[src/ckg_pkg.sv]
// ==========================================================================
// Shared constants of the clock generator control block.
package ckg_pkg;

   // ==========================================================================
   // Register byte addresses on the register bus.
   localparam logic [15:0] CKG_ADDR_SLOW_MODE = 16'hFF58;
   localparam logic [15:0] CKG_ADDR_WAKE_WAIT = 16'hFFF4;
   localparam logic [15:0] CKG_ADDR_CPU_DIV = 16'hFFF8;
   localparam logic [15:0] CKG_ADDR_PERIPH_DIV = 16'hFFFC;

   // ==========================================================================
   // Values after reset.
   localparam logic [7:0] CKG_SLOW_MODE_RST = 8'h00;
   localparam logic [7:0] CKG_CPU_DIV_RST = 8'h02;
   localparam logic [7:0] CKG_PERIPH_DIV_RST = 8'h02;

   // ==========================================================================
   // Field positions.
   localparam int CKG_HALT_BIT = 0;
   localparam int CKG_FIELD_LO = 0;
   localparam int CKG_FIELD_HI = 1;

   // Largest total CPU division exponent (divide by sixteen).
   localparam logic [2:0] CKG_MAX_CPU_EXP = 3'h4;
   // Prohibited peripheral divider code.
   localparam logic [1:0] CKG_PERIPH_BAD = 2'h3;
   // Last CPU clock phase of the fastest instruction, which takes two periods.
   localparam logic [0:0] CKG_INSTR_LAST = 1'h1;

   // ==========================================================================
   // Wait lengths in system clock periods, as powers of two.
   localparam int CKG_WAIT_EXP0 = 10;
   localparam int CKG_WAIT_EXP1 = 12;
   localparam int CKG_WAIT_EXP2 = 15;
   localparam int CKG_WAIT_EXP3 = 17;
   localparam int CKG_WAIT_W = 18;

   // ==========================================================================
   // Bus response codes.
   localparam logic [1:0] CKG_RESP_OKAY = 2'h0;
   localparam logic [1:0] CKG_RESP_DECERR = 2'h3;

   // System clock source chosen by the non-volatile configuration.
   typedef enum logic [1:0] {
      CKG_SRC_FAST_INT,
      CKG_SRC_RESONATOR,
      CKG_SRC_EXT_CLK,
      CKG_SRC_RESERVED
   } ckg_src_t;

   // Wake sequencer states.
   typedef enum logic [2:0] {
      CKG_ST_INIT,
      CKG_ST_RUN,
      CKG_ST_STOPPED,
      CKG_ST_WAIT_OSC,
      CKG_ST_COUNT
   } ckg_state_t;

endpackage

[src/ckg_clock_gen_ctrl.sv]
`timescale 1ns/1ps
// Notes on behaviour
// Fastest instruction takes two CPU clock periods.
// CPU clock is system clock over 1..16.
// Prescaler makes peripheral clock, then CPU clock.
// Halt writes ignored when configuration forbids stopping.
// Forbidden stopping forces watchdog to slow oscillator.
// Slow mode register resets to zero, byte/bit writes.
// Bit 0 one stops, zero runs slow oscillator.
// Wake wait only after STOP, resonator source only.
// Fast internal or external clock: no wake wait.
// Wait codes give 2^10, 2^12, 2^15, 2^17 periods.
// Software writes wake wait select as whole byte.
// Wake wait select has no reset value.
// Wait counts only after oscillation has started.
// Software programs wait no shorter than resonator needs.
// Configuration picks source and post-reset wait.
// Fast internal source frees both oscillator pins.
// Resonator source dedicates both oscillator pins.
// External clock enters input pin; output pin free.
// Peripheral codes: 1, 1/2, 1/4, 11 prohibited.
// Both divider registers start at 02H.
// CPU field plus peripheral field gives five ratios.
module ckg_clock_gen_ctrl
   import ckg_pkg::*;
#(
   parameter int WAIT_CYC0 = 2 ** CKG_WAIT_EXP0,
   parameter int WAIT_CYC1 = 2 ** CKG_WAIT_EXP1,
   parameter int WAIT_CYC2 = 2 ** CKG_WAIT_EXP2,
   parameter int WAIT_CYC3 = 2 ** CKG_WAIT_EXP3
) (
   // Clock and reset; aclk is the system clock.
   input wire logic aclk,
   input wire logic aresetn,
   // Register bus write address and data.
   input wire logic [15:0] s_axi_awaddr,
   input wire logic s_axi_awvalid,
   output logic s_axi_awready,
   input wire logic [31:0] s_axi_wdata,
   input wire logic [3:0] s_axi_wstrb,
   input wire logic s_axi_wvalid,
   output logic s_axi_wready,
   // Register bus write response.
   output logic [1:0] s_axi_bresp,
   output logic s_axi_bvalid,
   input wire logic s_axi_bready,
   // Register bus read.
   input wire logic [15:0] s_axi_araddr,
   input wire logic s_axi_arvalid,
   output logic s_axi_arready,
   output logic [31:0] s_axi_rdata,
   output logic [1:0] s_axi_rresp,
   output logic s_axi_rvalid,
   input wire logic s_axi_rready,
   // Non-volatile configuration.
   input wire logic [1:0] cfg_clock_source,
   input wire logic cfg_slow_stop_allowed,
   input wire logic [1:0] cfg_reset_wait_code,
   // Standby control from the CPU and oscillator.
   input wire logic stop_enter,
   input wire logic stop_release,
   input wire logic osc_started,
   // Clock enables and status.
   output logic periph_clk_tick,
   output logic cpu_clk_tick,
   output logic instr_slot_tick,
   output logic cpu_hold,
   output logic wake_wait_busy,
   // Slow oscillator and watchdog source.
   output logic slow_osc_run,
   output logic watchdog_src_forced,
   // Oscillator pin use.
   output logic osc_in_port_en,
   output logic osc_out_port_en,
   output logic osc_in_ext_clk
);

   // ==========================================================================
   // Registers and state.
   logic [7:0] slow_mode_q;
   logic [1:0] wake_code_q;
   logic [1:0] cpu_div_q;
   logic [1:0] periph_div_q;
   logic [15:0] aw_addr_q;
   logic aw_held_q;
   logic [7:0] w_data_q;
   logic w_lane_q;
   logic w_held_q;
   logic [4:0] pre_cnt_q;
   logic instr_ph_q;
   logic [CKG_WAIT_W-1:0] wait_cnt_q;
   logic [CKG_WAIT_W-1:0] wait_len;
   logic [1:0] active_code_q;
   ckg_state_t state_q;
   ckg_src_t src_q;
   logic do_write;
   logic [2:0] cpu_exp;
   logic [2:0] new_exp;
   logic [4:0] cpu_mask;
   logic [4:0] periph_mask;

   // A write completes once both address and data are held.
   assign do_write = aw_held_q && w_held_q && !s_axi_bvalid;

   // ==========================================================================
   // Write address and data capture, accepted in either order.
   always_ff @(posedge aclk) begin
      if (!aresetn) begin
         aw_held_q <= 1'b0;
         aw_addr_q <= 16'h0000;
         s_axi_awready <= 1'b0;
      end else begin
         s_axi_awready <= !aw_held_q && !(s_axi_awvalid && s_axi_awready) && !do_write;
         if (s_axi_awvalid && s_axi_awready) begin
            aw_held_q <= 1'b1;
            aw_addr_q <= s_axi_awaddr;
         end else if (do_write) begin
            aw_held_q <= 1'b0;
         end
      end
   end

   // Write data capture; only the low byte lane and its strobe are kept.
   always_ff @(posedge aclk) begin
      if (!aresetn) begin
         w_held_q <= 1'b0;
         w_data_q <= 8'h00;
         w_lane_q <= 1'b0;
         s_axi_wready <= 1'b0;
      end else begin
         s_axi_wready <= !w_held_q && !(s_axi_wvalid && s_axi_wready) && !do_write;
         if (s_axi_wvalid && s_axi_wready) begin
            w_held_q <= 1'b1;
            w_data_q <= s_axi_wdata[7:0];
            w_lane_q <= s_axi_wstrb[0];
         end else if (do_write) begin
            w_held_q <= 1'b0;
         end
      end
   end

   // Write response follows both halves; unmapped addresses get a decode error.
   always_ff @(posedge aclk) begin
      if (!aresetn) begin
         s_axi_bvalid <= 1'b0;
         s_axi_bresp <= CKG_RESP_OKAY;
      end else if (do_write) begin
         s_axi_bvalid <= 1'b1;
         unique case (aw_addr_q)
            CKG_ADDR_SLOW_MODE, CKG_ADDR_WAKE_WAIT, CKG_ADDR_CPU_DIV,
            CKG_ADDR_PERIPH_DIV: s_axi_bresp <= CKG_RESP_OKAY;
            default: s_axi_bresp <= CKG_RESP_DECERR;
         endcase
      end else if (s_axi_bready) begin
         s_axi_bvalid <= 1'b0;
      end
   end

   // ==========================================================================
   // Slow oscillator mode; stored only when the configuration permits stopping.
   always_ff @(posedge aclk) begin
      if (!aresetn) begin
         slow_mode_q <= CKG_SLOW_MODE_RST;
      end else if (!cfg_slow_stop_allowed) begin
         slow_mode_q <= CKG_SLOW_MODE_RST;
      end else if (do_write && w_lane_q && aw_addr_q == CKG_ADDR_SLOW_MODE) begin
         slow_mode_q <= {7'h00, w_data_q[CKG_HALT_BIT]};
      end
   end

   // Wake wait select has no reset; it is unknown until software writes it.
   always_ff @(posedge aclk) begin
      if (do_write && w_lane_q && aw_addr_q == CKG_ADDR_WAKE_WAIT) begin
         wake_code_q <= w_data_q[CKG_FIELD_HI:CKG_FIELD_LO];
      end
   end

   // Divider writes that give a prohibited combination are ignored.
   always_comb begin
      new_exp = {1'b0, w_data_q[CKG_FIELD_HI:CKG_FIELD_LO]} + {1'b0, periph_div_q};
      if (aw_addr_q == CKG_ADDR_PERIPH_DIV) begin
         new_exp = {1'b0, w_data_q[CKG_FIELD_HI:CKG_FIELD_LO]} + {1'b0, cpu_div_q};
      end
   end

   // Divider registers; each keeps a two-bit field of its byte.
   always_ff @(posedge aclk) begin
      if (!aresetn) begin
         cpu_div_q <= CKG_CPU_DIV_RST[CKG_FIELD_HI:CKG_FIELD_LO];
         periph_div_q <= CKG_PERIPH_DIV_RST[CKG_FIELD_HI:CKG_FIELD_LO];
      end else if (do_write && w_lane_q && new_exp <= CKG_MAX_CPU_EXP) begin
         if (aw_addr_q == CKG_ADDR_CPU_DIV) begin
            cpu_div_q <= w_data_q[CKG_FIELD_HI:CKG_FIELD_LO];
         end
         if (aw_addr_q == CKG_ADDR_PERIPH_DIV &&
             w_data_q[CKG_FIELD_HI:CKG_FIELD_LO] != CKG_PERIPH_BAD) begin
            periph_div_q <= w_data_q[CKG_FIELD_HI:CKG_FIELD_LO];
         end
      end
   end

   // ==========================================================================
   // Read channel.
   always_ff @(posedge aclk) begin
      if (!aresetn) begin
         s_axi_arready <= 1'b0;
         s_axi_rvalid <= 1'b0;
         s_axi_rdata <= 32'h0000_0000;
         s_axi_rresp <= CKG_RESP_OKAY;
      end else begin
         s_axi_arready <= !s_axi_rvalid && !(s_axi_arvalid && s_axi_arready);
         if (s_axi_arvalid && s_axi_arready) begin
            s_axi_rvalid <= 1'b1;
            s_axi_rresp <= CKG_RESP_OKAY;
            unique case (s_axi_araddr)
               CKG_ADDR_SLOW_MODE: s_axi_rdata <= {24'h000000, slow_mode_q};
               CKG_ADDR_WAKE_WAIT: s_axi_rdata <= {30'h0000_0000, wake_code_q};
               CKG_ADDR_CPU_DIV: s_axi_rdata <= {30'h0000_0000, cpu_div_q};
               CKG_ADDR_PERIPH_DIV: s_axi_rdata <= {30'h0000_0000, periph_div_q};
               default: begin
                  s_axi_rdata <= 32'h0000_0000;
                  s_axi_rresp <= CKG_RESP_DECERR;
               end
            endcase
         end else if (s_axi_rready) begin
            s_axi_rvalid <= 1'b0;
         end
      end
   end

   // ==========================================================================
   // Prescaler: peripheral tick, then CPU tick from the combined ratio.
   assign cpu_exp = {1'b0, periph_div_q} + {1'b0, cpu_div_q};
   assign periph_mask = 5'((6'h01 << periph_div_q) - 6'h01);
   assign cpu_mask = 5'((6'h01 << cpu_exp) - 6'h01);

   // The free-running count gates the registered clock enables.
   always_ff @(posedge aclk) begin
      if (!aresetn) begin
         pre_cnt_q <= 5'h00;
         periph_clk_tick <= 1'b0;
         cpu_clk_tick <= 1'b0;
         instr_slot_tick <= 1'b0;
         instr_ph_q <= 1'b0;
      end else begin
         pre_cnt_q <= pre_cnt_q + 5'h01;
         periph_clk_tick <= !cpu_hold && (pre_cnt_q & periph_mask) == 5'h00;
         cpu_clk_tick <= !cpu_hold && (pre_cnt_q & cpu_mask) == 5'h00;
         instr_slot_tick <= 1'b0;
         if (!cpu_hold && (pre_cnt_q & cpu_mask) == 5'h00) begin
            instr_ph_q <= instr_ph_q ^ 1'b1;
            instr_slot_tick <= instr_ph_q == CKG_INSTR_LAST;
         end
      end
   end

   // ==========================================================================
   // Slow oscillator run, watchdog source and pin use.
   always_ff @(posedge aclk) begin
      if (!aresetn) begin
         slow_osc_run <= 1'b1;
         watchdog_src_forced <= 1'b1;
         osc_in_port_en <= 1'b0;
         osc_out_port_en <= 1'b0;
         osc_in_ext_clk <= 1'b0;
         src_q <= CKG_SRC_FAST_INT;
      end else begin
         slow_osc_run <= !(cfg_slow_stop_allowed && slow_mode_q[CKG_HALT_BIT]);
         watchdog_src_forced <= !cfg_slow_stop_allowed;
         if (state_q == CKG_ST_INIT) begin
            src_q <= ckg_src_t'(cfg_clock_source);
         end
         osc_in_port_en <= src_q == CKG_SRC_FAST_INT;
         osc_out_port_en <= src_q != CKG_SRC_RESONATOR;
         osc_in_ext_clk <= src_q == CKG_SRC_EXT_CLK;
      end
   end

   // ==========================================================================
   // Wake sequencer: the wait runs only for a resonator, after it oscillates.
   always_comb begin
      unique case (active_code_q)
         2'h0: wait_len = CKG_WAIT_W'(WAIT_CYC0);
         2'h1: wait_len = CKG_WAIT_W'(WAIT_CYC1);
         2'h2: wait_len = CKG_WAIT_W'(WAIT_CYC2);
         2'h3: wait_len = CKG_WAIT_W'(WAIT_CYC3);
      endcase
   end

   // Standby sequencer; the CPU stays held until its source is usable.
   // A resonator first waits for oscillation and then counts the wait.
   always_ff @(posedge aclk) begin
      if (!aresetn) begin
         state_q <= CKG_ST_INIT;
         wait_cnt_q <= '0;
         active_code_q <= 2'h0;
         cpu_hold <= 1'b1;
         wake_wait_busy <= 1'b0;
      end else begin
         unique case (state_q)
            CKG_ST_INIT: begin
               active_code_q <= cfg_reset_wait_code;
               if (ckg_src_t'(cfg_clock_source) == CKG_SRC_RESONATOR) begin
                  state_q <= CKG_ST_WAIT_OSC;
               end else begin
                  state_q <= CKG_ST_RUN;
                  cpu_hold <= 1'b0;
               end
            end
            CKG_ST_RUN: if (stop_enter) begin
               state_q <= CKG_ST_STOPPED;
               cpu_hold <= 1'b1;
            end
            CKG_ST_STOPPED: if (stop_release) begin
               if (src_q == CKG_SRC_RESONATOR) begin
                  active_code_q <= wake_code_q;
                  state_q <= CKG_ST_WAIT_OSC;
               end else begin
                  state_q <= CKG_ST_RUN;
                  cpu_hold <= 1'b0;
               end
            end
            CKG_ST_WAIT_OSC: if (osc_started) begin
               state_q <= CKG_ST_COUNT;
               wait_cnt_q <= '0;
               wake_wait_busy <= 1'b1;
            end
            CKG_ST_COUNT: begin
               wait_cnt_q <= wait_cnt_q + 1'b1;
               if (wait_cnt_q == wait_len - 1'b1) begin
                  state_q <= CKG_ST_RUN;
                  wake_wait_busy <= 1'b0;
                  cpu_hold <= 1'b0;
               end
            end
            default: begin
               state_q <= CKG_ST_INIT;
            end
         endcase
      end
   end

endmodule

[config.mk]
export PLATFORM = sky130hd
export DESIGN_NAME = ckg_clock_gen_ctrl
export DESIGN_NICKNAME = d
export VERILOG_FILES = /design/src/ckg_pkg.sv /design/src/ckg_clock_gen_ctrl.sv
export SDC_FILE = /design/constraint.sdc
export NUM_CORES = 1
export LEC_CHECK = 0
export BUFFER_PORTS_ARGS = -buffer_cell sky130_fd_sc_hd__buf_4
export CORE_MARGIN = 8
export CORE_UTILIZATION = 46
export DETAILED_ROUTE_END_ITERATION = 10
export PLACE_DENSITY_LB_ADDON = 0.25
export SYNTH_ARGS = -nofsm -noshare
export SYNTH_HDL_FRONTEND = slang
export SYNTH_SLANG_ARGS = --single-unit
[constraint.sdc]
create_clock -name aclk -period 2.55 [get_ports aclk]
set_input_delay 0.51 -clock aclk [delete_from_list [all_inputs] [get_ports aclk]]
set_output_delay 0.51 -clock aclk [all_outputs]
set_load 0.01 [all_outputs]
Yosys cells after proc, flatten, opt, wreduce, memory -nomap -nowiden
Index checks and enable logic that the tools add are counted.
W data, S select, Z words.
{"block": "word_totals", "regBits": 110, "input_bits": 83, "out_inout_bits": 51, "elab_cells": 159}
{"block": "op_classes", "addsub": 8, "order_cmp": 1, "n_eq_ne": 28, "n_shift": 2, "n_mux": 32, "n_bitwise": 3, "reduce_logical": 52}
{"op": "$eq A16 B16 Y1 const B", "n": 8}
{"op": "$pmux W18 S4", "n": 1}
{"op": "$pmux W18 S2", "n": 1}
{"op": "$add A18 B1 Y18 const B", "n": 1}
{"op": "$eq A18 B18 Y1", "n": 1}
{"op": "$logic_and A1 B1 Y1", "n": 18}
{"op": "$mux W18", "n": 1}
{"op": "$sub A18 B1 Y18 const B", "n": 1}
{"op": "$ne A2 B2 Y1 const B", "n": 8}
{"op": "$mux W3", "n": 5}
{"op": "$pmux W3 S5", "n": 1}
{"op": "$mux W1", "n": 13}
{"op": "$mux W2", "n": 6}
{"op": "$reduce_bool A2 Y1", "n": 6}
{"op": "$logic_not A1 Y1", "n": 11}
{"op": "$and A5 B5 Y5", "n": 2}
{"op": "$logic_not A5 Y1", "n": 2}
{"op": "$reduce_and A2 Y1", "n": 5}
{"op": "$sub A5 B1 Y5 const B", "n": 2}
{"op": "$add A2 B2 Y3", "n": 3}
{"op": "$pmux W2 S4", "n": 1}
{"op": "$reduce_or A4 Y1", "n": 2}
{"op": "$eq A2 B1 Y1 const B", "n": 3}
{"op": "$eq A2 B2 Y1 const B", "n": 3}
{"op": "18 further kinds", "n": 21}

Longest topological paths before layout
{"block": "depth", "word_depth": 7, "ltp_mapped": 12, "ltp_nobuf": 12}

Worst setup path before layout
No wires, ideal clock.
{"block": "synth_path", "path_type": "reg2reg", "startpoint": "register cpu_div_q[0]", "endpoint": "register instr_ph_q", "setup_time_ps": 72, "arrival_ps": 2567, "t_required_ps": 2478, "slack_ps": -89, "path_stages_with_launch": 10, "n_path_buf": 0, "synth_period_minus_slack_ps": 2639, "path_cell_list": "dfxtp_1 -> ha_1 -> fa_1 -> or3_1 -> ha_1 -> inv_1 -> a221o_1 -> a221o_1 -> a21oi_1 -> mux2i_1"}
{"block": "synth_via", "elab_chain_cells": 6}
{"element": "start, declared", "line": "ckg_clock_gen_ctrl.sv:82", "source": "logic [1:0] cpu_div_q;"}
{"element": "start signal, assigned", "line": "ckg_clock_gen_ctrl.sv:189", "source": "cpu_div_q <= CKG_CPU_DIV_RST[CKG_FIELD_HI:CKG_FIELD_LO];"}
{"element": "start signal, assigned", "line": "ckg_clock_gen_ctrl.sv:193", "source": "cpu_div_q <= w_data_q[CKG_FIELD_HI:CKG_FIELD_LO];"}
{"element": "$add A2 B2 Y3", "line": "ckg_clock_gen_ctrl.sv:233", "source": "assign cpu_exp = {1'b0, periph_div_q} + {1'b0, cpu_div_q};"}
{"element": "$shl A1 B3 Y5", "line": "ckg_clock_gen_ctrl.sv:235", "source": "assign cpu_mask = 5'((6'h01 << cpu_exp) - 6'h01);"}
{"element": "$sub A5 B1 Y5", "line": "ckg_clock_gen_ctrl.sv:235"}
{"element": "$and A5 B5 Y5", "line": "ckg_clock_gen_ctrl.sv:250", "source": "if (!cpu_hold && (pre_cnt_q & cpu_mask) == 5'h00) begin"}
{"element": "$logic_not A5 Y1", "line": "ckg_clock_gen_ctrl.sv:250"}
{"element": "$logic_and A1 B1 Y1", "line": "ckg_clock_gen_ctrl.sv:250"}
{"element": "end signal, assigned", "line": "ckg_clock_gen_ctrl.sv:251", "source": "instr_ph_q <= instr_ph_q ^ 1'b1;"}
{"element": "end, declared", "line": "ckg_clock_gen_ctrl.sv:90", "source": "logic instr_ph_q;"}
No other way between the ends.
A chain may end at the register's enable or synchronous reset.

Final worst setup path
{"block": "layout_path", "startpoint": "register aw_addr_q[4]", "endpoint": "register periph_div_q[0]"}
{"block": "layout_via", "elab_chain_cells": 5, "elab_cells_between_ends": 6, "cone_classes": "order compare: 1; eq/ne: 1; mux: 1; reduce/logical: 3"}
{"element": "start, declared", "line": "ckg_clock_gen_ctrl.sv:84", "source": "logic [15:0] aw_addr_q;"}
{"element": "start signal, assigned", "line": "ckg_clock_gen_ctrl.sv:116", "source": "aw_addr_q <= s_axi_awaddr;"}
{"element": "$eq A16 B16 Y1 *", "line": "ckg_clock_gen_ctrl.sv:181, ckg_clock_gen_ctrl.sv:195"}
{"element": "$mux W3", "line": "ckg_clock_gen_ctrl.sv:181", "source": "if (aw_addr_q == CKG_ADDR_PERIPH_DIV) begin"}
{"element": "$le A3 B3 Y1", "line": "ckg_clock_gen_ctrl.sv:191", "source": "end else if (do_write && w_lane_q && new_exp <= CKG_MAX_CPU_EXP) begin"}
{"element": "$logic_and A1 B1 Y1", "line": "ckg_clock_gen_ctrl.sv:191"}
{"element": "$reduce_and A2 Y1 (no line) *"}
{"element": "end signal, assigned", "line": "ckg_clock_gen_ctrl.sv:190", "source": "periph_div_q <= CKG_PERIPH_DIV_RST[CKG_FIELD_HI:CKG_FIELD_LO];"}
{"element": "end signal, assigned", "line": "ckg_clock_gen_ctrl.sv:197", "source": "periph_div_q <= w_data_q[CKG_FIELD_HI:CKG_FIELD_LO];"}
{"element": "end, declared", "line": "ckg_clock_gen_ctrl.sv:83", "source": "logic [1:0] periph_div_q;"}
Mark *: on every way between the ends. The rest lies on a longest branch, timed or not.

==> impl_metrics.py <==
metrics = {
    "status": {
        "outcome": "finished, violations left",
        "violations": "setup timing",
    },
    "cells_and_area": {
        "drive_above_1_share": 0.261,
        "diodes": 0,
        "nFillCells": 781,
        "multiInputGateArea_um2": 2280,
        "final_cells": 648,
        "nNetsFinal": 625,
        "seq_area_um2": 1600,
        "layout-area-overhead-vs-synth_pct": 22.3,
        "finalInstanceArea_um2": 4900,
    },
    "clocking": {
        "htreeDepth": 3,
        "insertion_delay_ns": 0.35,
        "cts.root.buffer_cell": "clkbuf_8",
        "cts_buffers": 9,
        "clock-sinks": 78,
        "max-clock-path-buffers": 2,
        "cts_tree": "built",
        "cts_hold_buf": 0,
        "clkTransAtPathRegs_ns": 0.09,
    },
    "worst_setup_path": {
        "startpoint_type": "flip-flop",
        "max_stage_delay_ns": 0.41,
        "crit_slowest_cell": "fa_1",
        "cp_top_family": "simple AND/OR/NAND/NOR gates",
        "cp-end-kind": "flip-flop",
        "worst_ep_required_time_ns": 2.79,
        "cp_cell_sequence": "nand4_1, nor3_4, nand3_2, mux2_4, ha_4, inv_2, fa_1, nand2b_1, a21oi_2, nand4_1, nor2_1, o221a_2",
        "path_max_fanout": 3,
        "crit_arrival_ns": 2.82,
        "path_common_cell": "nand4_1",
        "cp_num_buf_inv": 1,
        "path_class": "flip-flop to flip-flop",
    },
    "synthesis": {
        "ys_seq_area_frac": 0.395,
        "yosys_warnings": 0,
        "synth-edff-count": 2,
        "netlist.area_leader.share": 0.380,
        "ys_types": 68,
        "synth_area_leaders": "dfxtp_1, nand2_1, buf_4",
        "async_flop_share": 0,
        "yosys_most_used_dff": "dfxtp_1",
        "synth_cells": 458,
        "netlist_area_um2": 4010,
        "synth_seq_cells": 78,
        "avgSynthCellArea_um2": 8.75,
        "yosysTopAreaCell": "dfxtp_1",
    },
    "placed_design": {
        "dpl_cell_area_um2": 4580,
        "gp_congestion": 0.806,
        "dp_hpwl_mm": 6.47,
        "dp_cells": 629,
        "place.port_buffers": 70,
    },
    "drt": {
        "dr.first_iter.drc_count": 167,
        "viasPerCell": 5.14,
        "wl_mm": 8.84,
        "vias": 3333,
        "firstDrtPassIters": 4,
        "wire_per_inst_um": 13.6,
        "ant_nets": 0,
        "drcViolationCount": 0,
    },
    "floorplan": {
        "die_height_um": 109,
        "dieArea_um2": 12000,
        "core-area_um2": 8590,
        "die_x_um": 109,
        "rows": 34,
        "boundaryPins": 134,
        "initial_core_util": 0.467,
    },
    "timing": {
        "fin_crit_ns": 2.58,
        "fin_tns_setup_ns": -0.0355,
        "finalHoldViolCount": 0,
        "finalSetupViolations": 3,
        "rsz0062_at_grt": "yes",
        "fin_crit_sh": 1.01,
        "slew_headroom": 0.610,
        "slew_viol_final": 0,
        "fin_skew_ns": 0.0110,
        "worst_slack_ns": -0.0298,
        "tightest_slew_ns": 0.585,
        "fmax_mhz": 388,
    },
    "pwr": {
        "swShare": 0.274,
        "intPower_mw": 1.93,
        "power_leakage_nw": 2.10,
        "pwr-share-clk": 0.343,
        "ir_worst_vdd_mv": 0.295,
        "p_per_area_nw_per_um2": 542,
        "combinationalPowerShare": 0.149,
        "p_sw_mw": 0.728,
        "power_frac_seq": 0.509,
        "finalPower_mw": 2.66,
    },
    "flow_run": {
        "drv_cap": 0,
    },
    "global_routing": {
        "antenna_found_initial": 0,
        "grt-ovfl-total": 0,
        "grt_max_degree": 32,
        "grt.total_usage": 0.147,
        "grt_first_pass_wirelength_mm": 14.2,
        "grt_pass1_vias": 3135,
    },
    "min_path": {
        "hp-class": "primary input to flip-flop",
    },
}
[per-layer routing]
layer,global-route usage,up-vias,wire length (um)
li1,-,1710,-
met1,0.178,1528,3940
met2,0.232,86,4140
met3,0.0563,9,664
met4,0.0530,0,104
met5,0,-,0
[layout make-up]
type	instances	share of cell area
multi-input cells	350	0.465
flip-flops and latches	78	0.326
repair buffers	87	0.133
clock buffers	11	0.0332
well taps	108	0.0276
clock inverters	5	0.00817
inverters	9	0.00689
[registers in the layout, indices dropped and copies added, names as in the netlist, 2 cells and up]
| signal | count |
|---|---|
| s_axi_rdata | 2 |
| wait_cnt_q | 18 |
| src_q | 2 |
| active_code_q | 2 |
| w_data_q | 2 |
| pre_cnt_q | 5 |
| state_q | 3 |
| aw_addr_q | 16 |
| cpu_div_q | 2 |
| wake_code_q | 2 |
| periph_div_q | 2 |
[cells in the mapped netlist, drive strengths merged, types with 3 or more instances]
master / count
or4: 3
nor2: 16
nand4: 11
nand2b: 10
clkbuf: 15
a41o: 3
a21boi: 26
o211ai: 3
nand3: 26
and2: 19
mux2i: 15
nor2b: 12
ha: 5
mux2: 3
nand4b: 4
o21a: 4
dfxtp: 76
inv: 9
nor3b: 8
a21oi: 11
nand2: 71
o21ai: 12
and3: 6
buf: 35
nor3: 8
[worst paths after layout]
check | from | end | slack, ns | cells past startpoint
max | aw_addr_q[4] | periph_div_q[0] | -0.03 | 12
min | cfg_slow_stop_allowed | watchdog_src_forced | 0.36 | 2
max reg2reg | aw_addr_q[4] | periph_div_q[0] | -0.03 | 12
min reg2reg | slow_mode_q[0] | slow_osc_run | 0.42 | 1
[cell usage in the layout (no fill, tap or decap), types with 3 or more instances in the layout]
cell,n
dfxtp_2,11
ha_4,3
a41o_1,3
nand4_1,11
o21a_1,4
nor2_1,16
a21oi_1,8
mux2i_1,15
o21ai_0,10
and2_1,18
a21boi_0,24
inv_1,7
nor3_1,7
buf_4,87
nand2_1,70
nand3_1,24
nand4b_1,4
clkinvlp_4,3
o211ai_1,3
nor2b_1,12
clkbuf_8,10
dfxtp_1,65
nand2b_1,10
nor3b_1,8
conb_1,30
a21oi_2,3
and3_1,6
[kinds of logic (layout without fill, tap and decap cells)]
family | Yosys count | after routing | synth area share
XOR/XNOR | 4 | 4 | 0.00874
AO/OA/AOI/OAI | 83 | 83 | 0.158
flip-flops | 78 | 78 | 0.395
AND/OR/NAND/NOR | 208 | 208 | 0.279
multiplexers | 18 | 18 | 0.0459
buffers and inverters | 59 | 112 | 0.0874
other | 1 | 30 | 0.000935
adder cells (fa/ha/maj) | 7 | 7 | 0.0256
[power groups by stage]
stage / sequential, mW / clock (mW) / combinational, mW
after floorplan: 1.36 / 0 / 0.284
after global placement: 1.37 / 0 / 0.383
after detailed placement: 1.38 / 0 / 0.391
after CTS: 1.35 / 0.935 / 0.394
after global routing: 1.36 / 0.994 / 0.439
final: 1.35 / 0.911 / 0.395
[metrics by stage]
step | hold slack [ns] | setup WS [ns] | util
after floorplan | 0.381 | -0.0260 | -
after global placement | 0.402 | -0.0314 | 0.533
after detailed placement | 0.407 | -0.130 | 0.533
after CTS | 0.349 | -0.0245 | 0.565
after global routing | 0.369 | -0.131 | 0.570
final | 0.359 | -0.0298 | 0.570
[repair_timing]
item                       in CTS  in global routing
buffers inserted                1                  2
gates resized for setup        14                 11
hold endpoints to repair        0                  0
pin swaps                      11                  8
setup endpoints to repair       7                  7
Note: power is estimated with default switching activity, not from simulation.
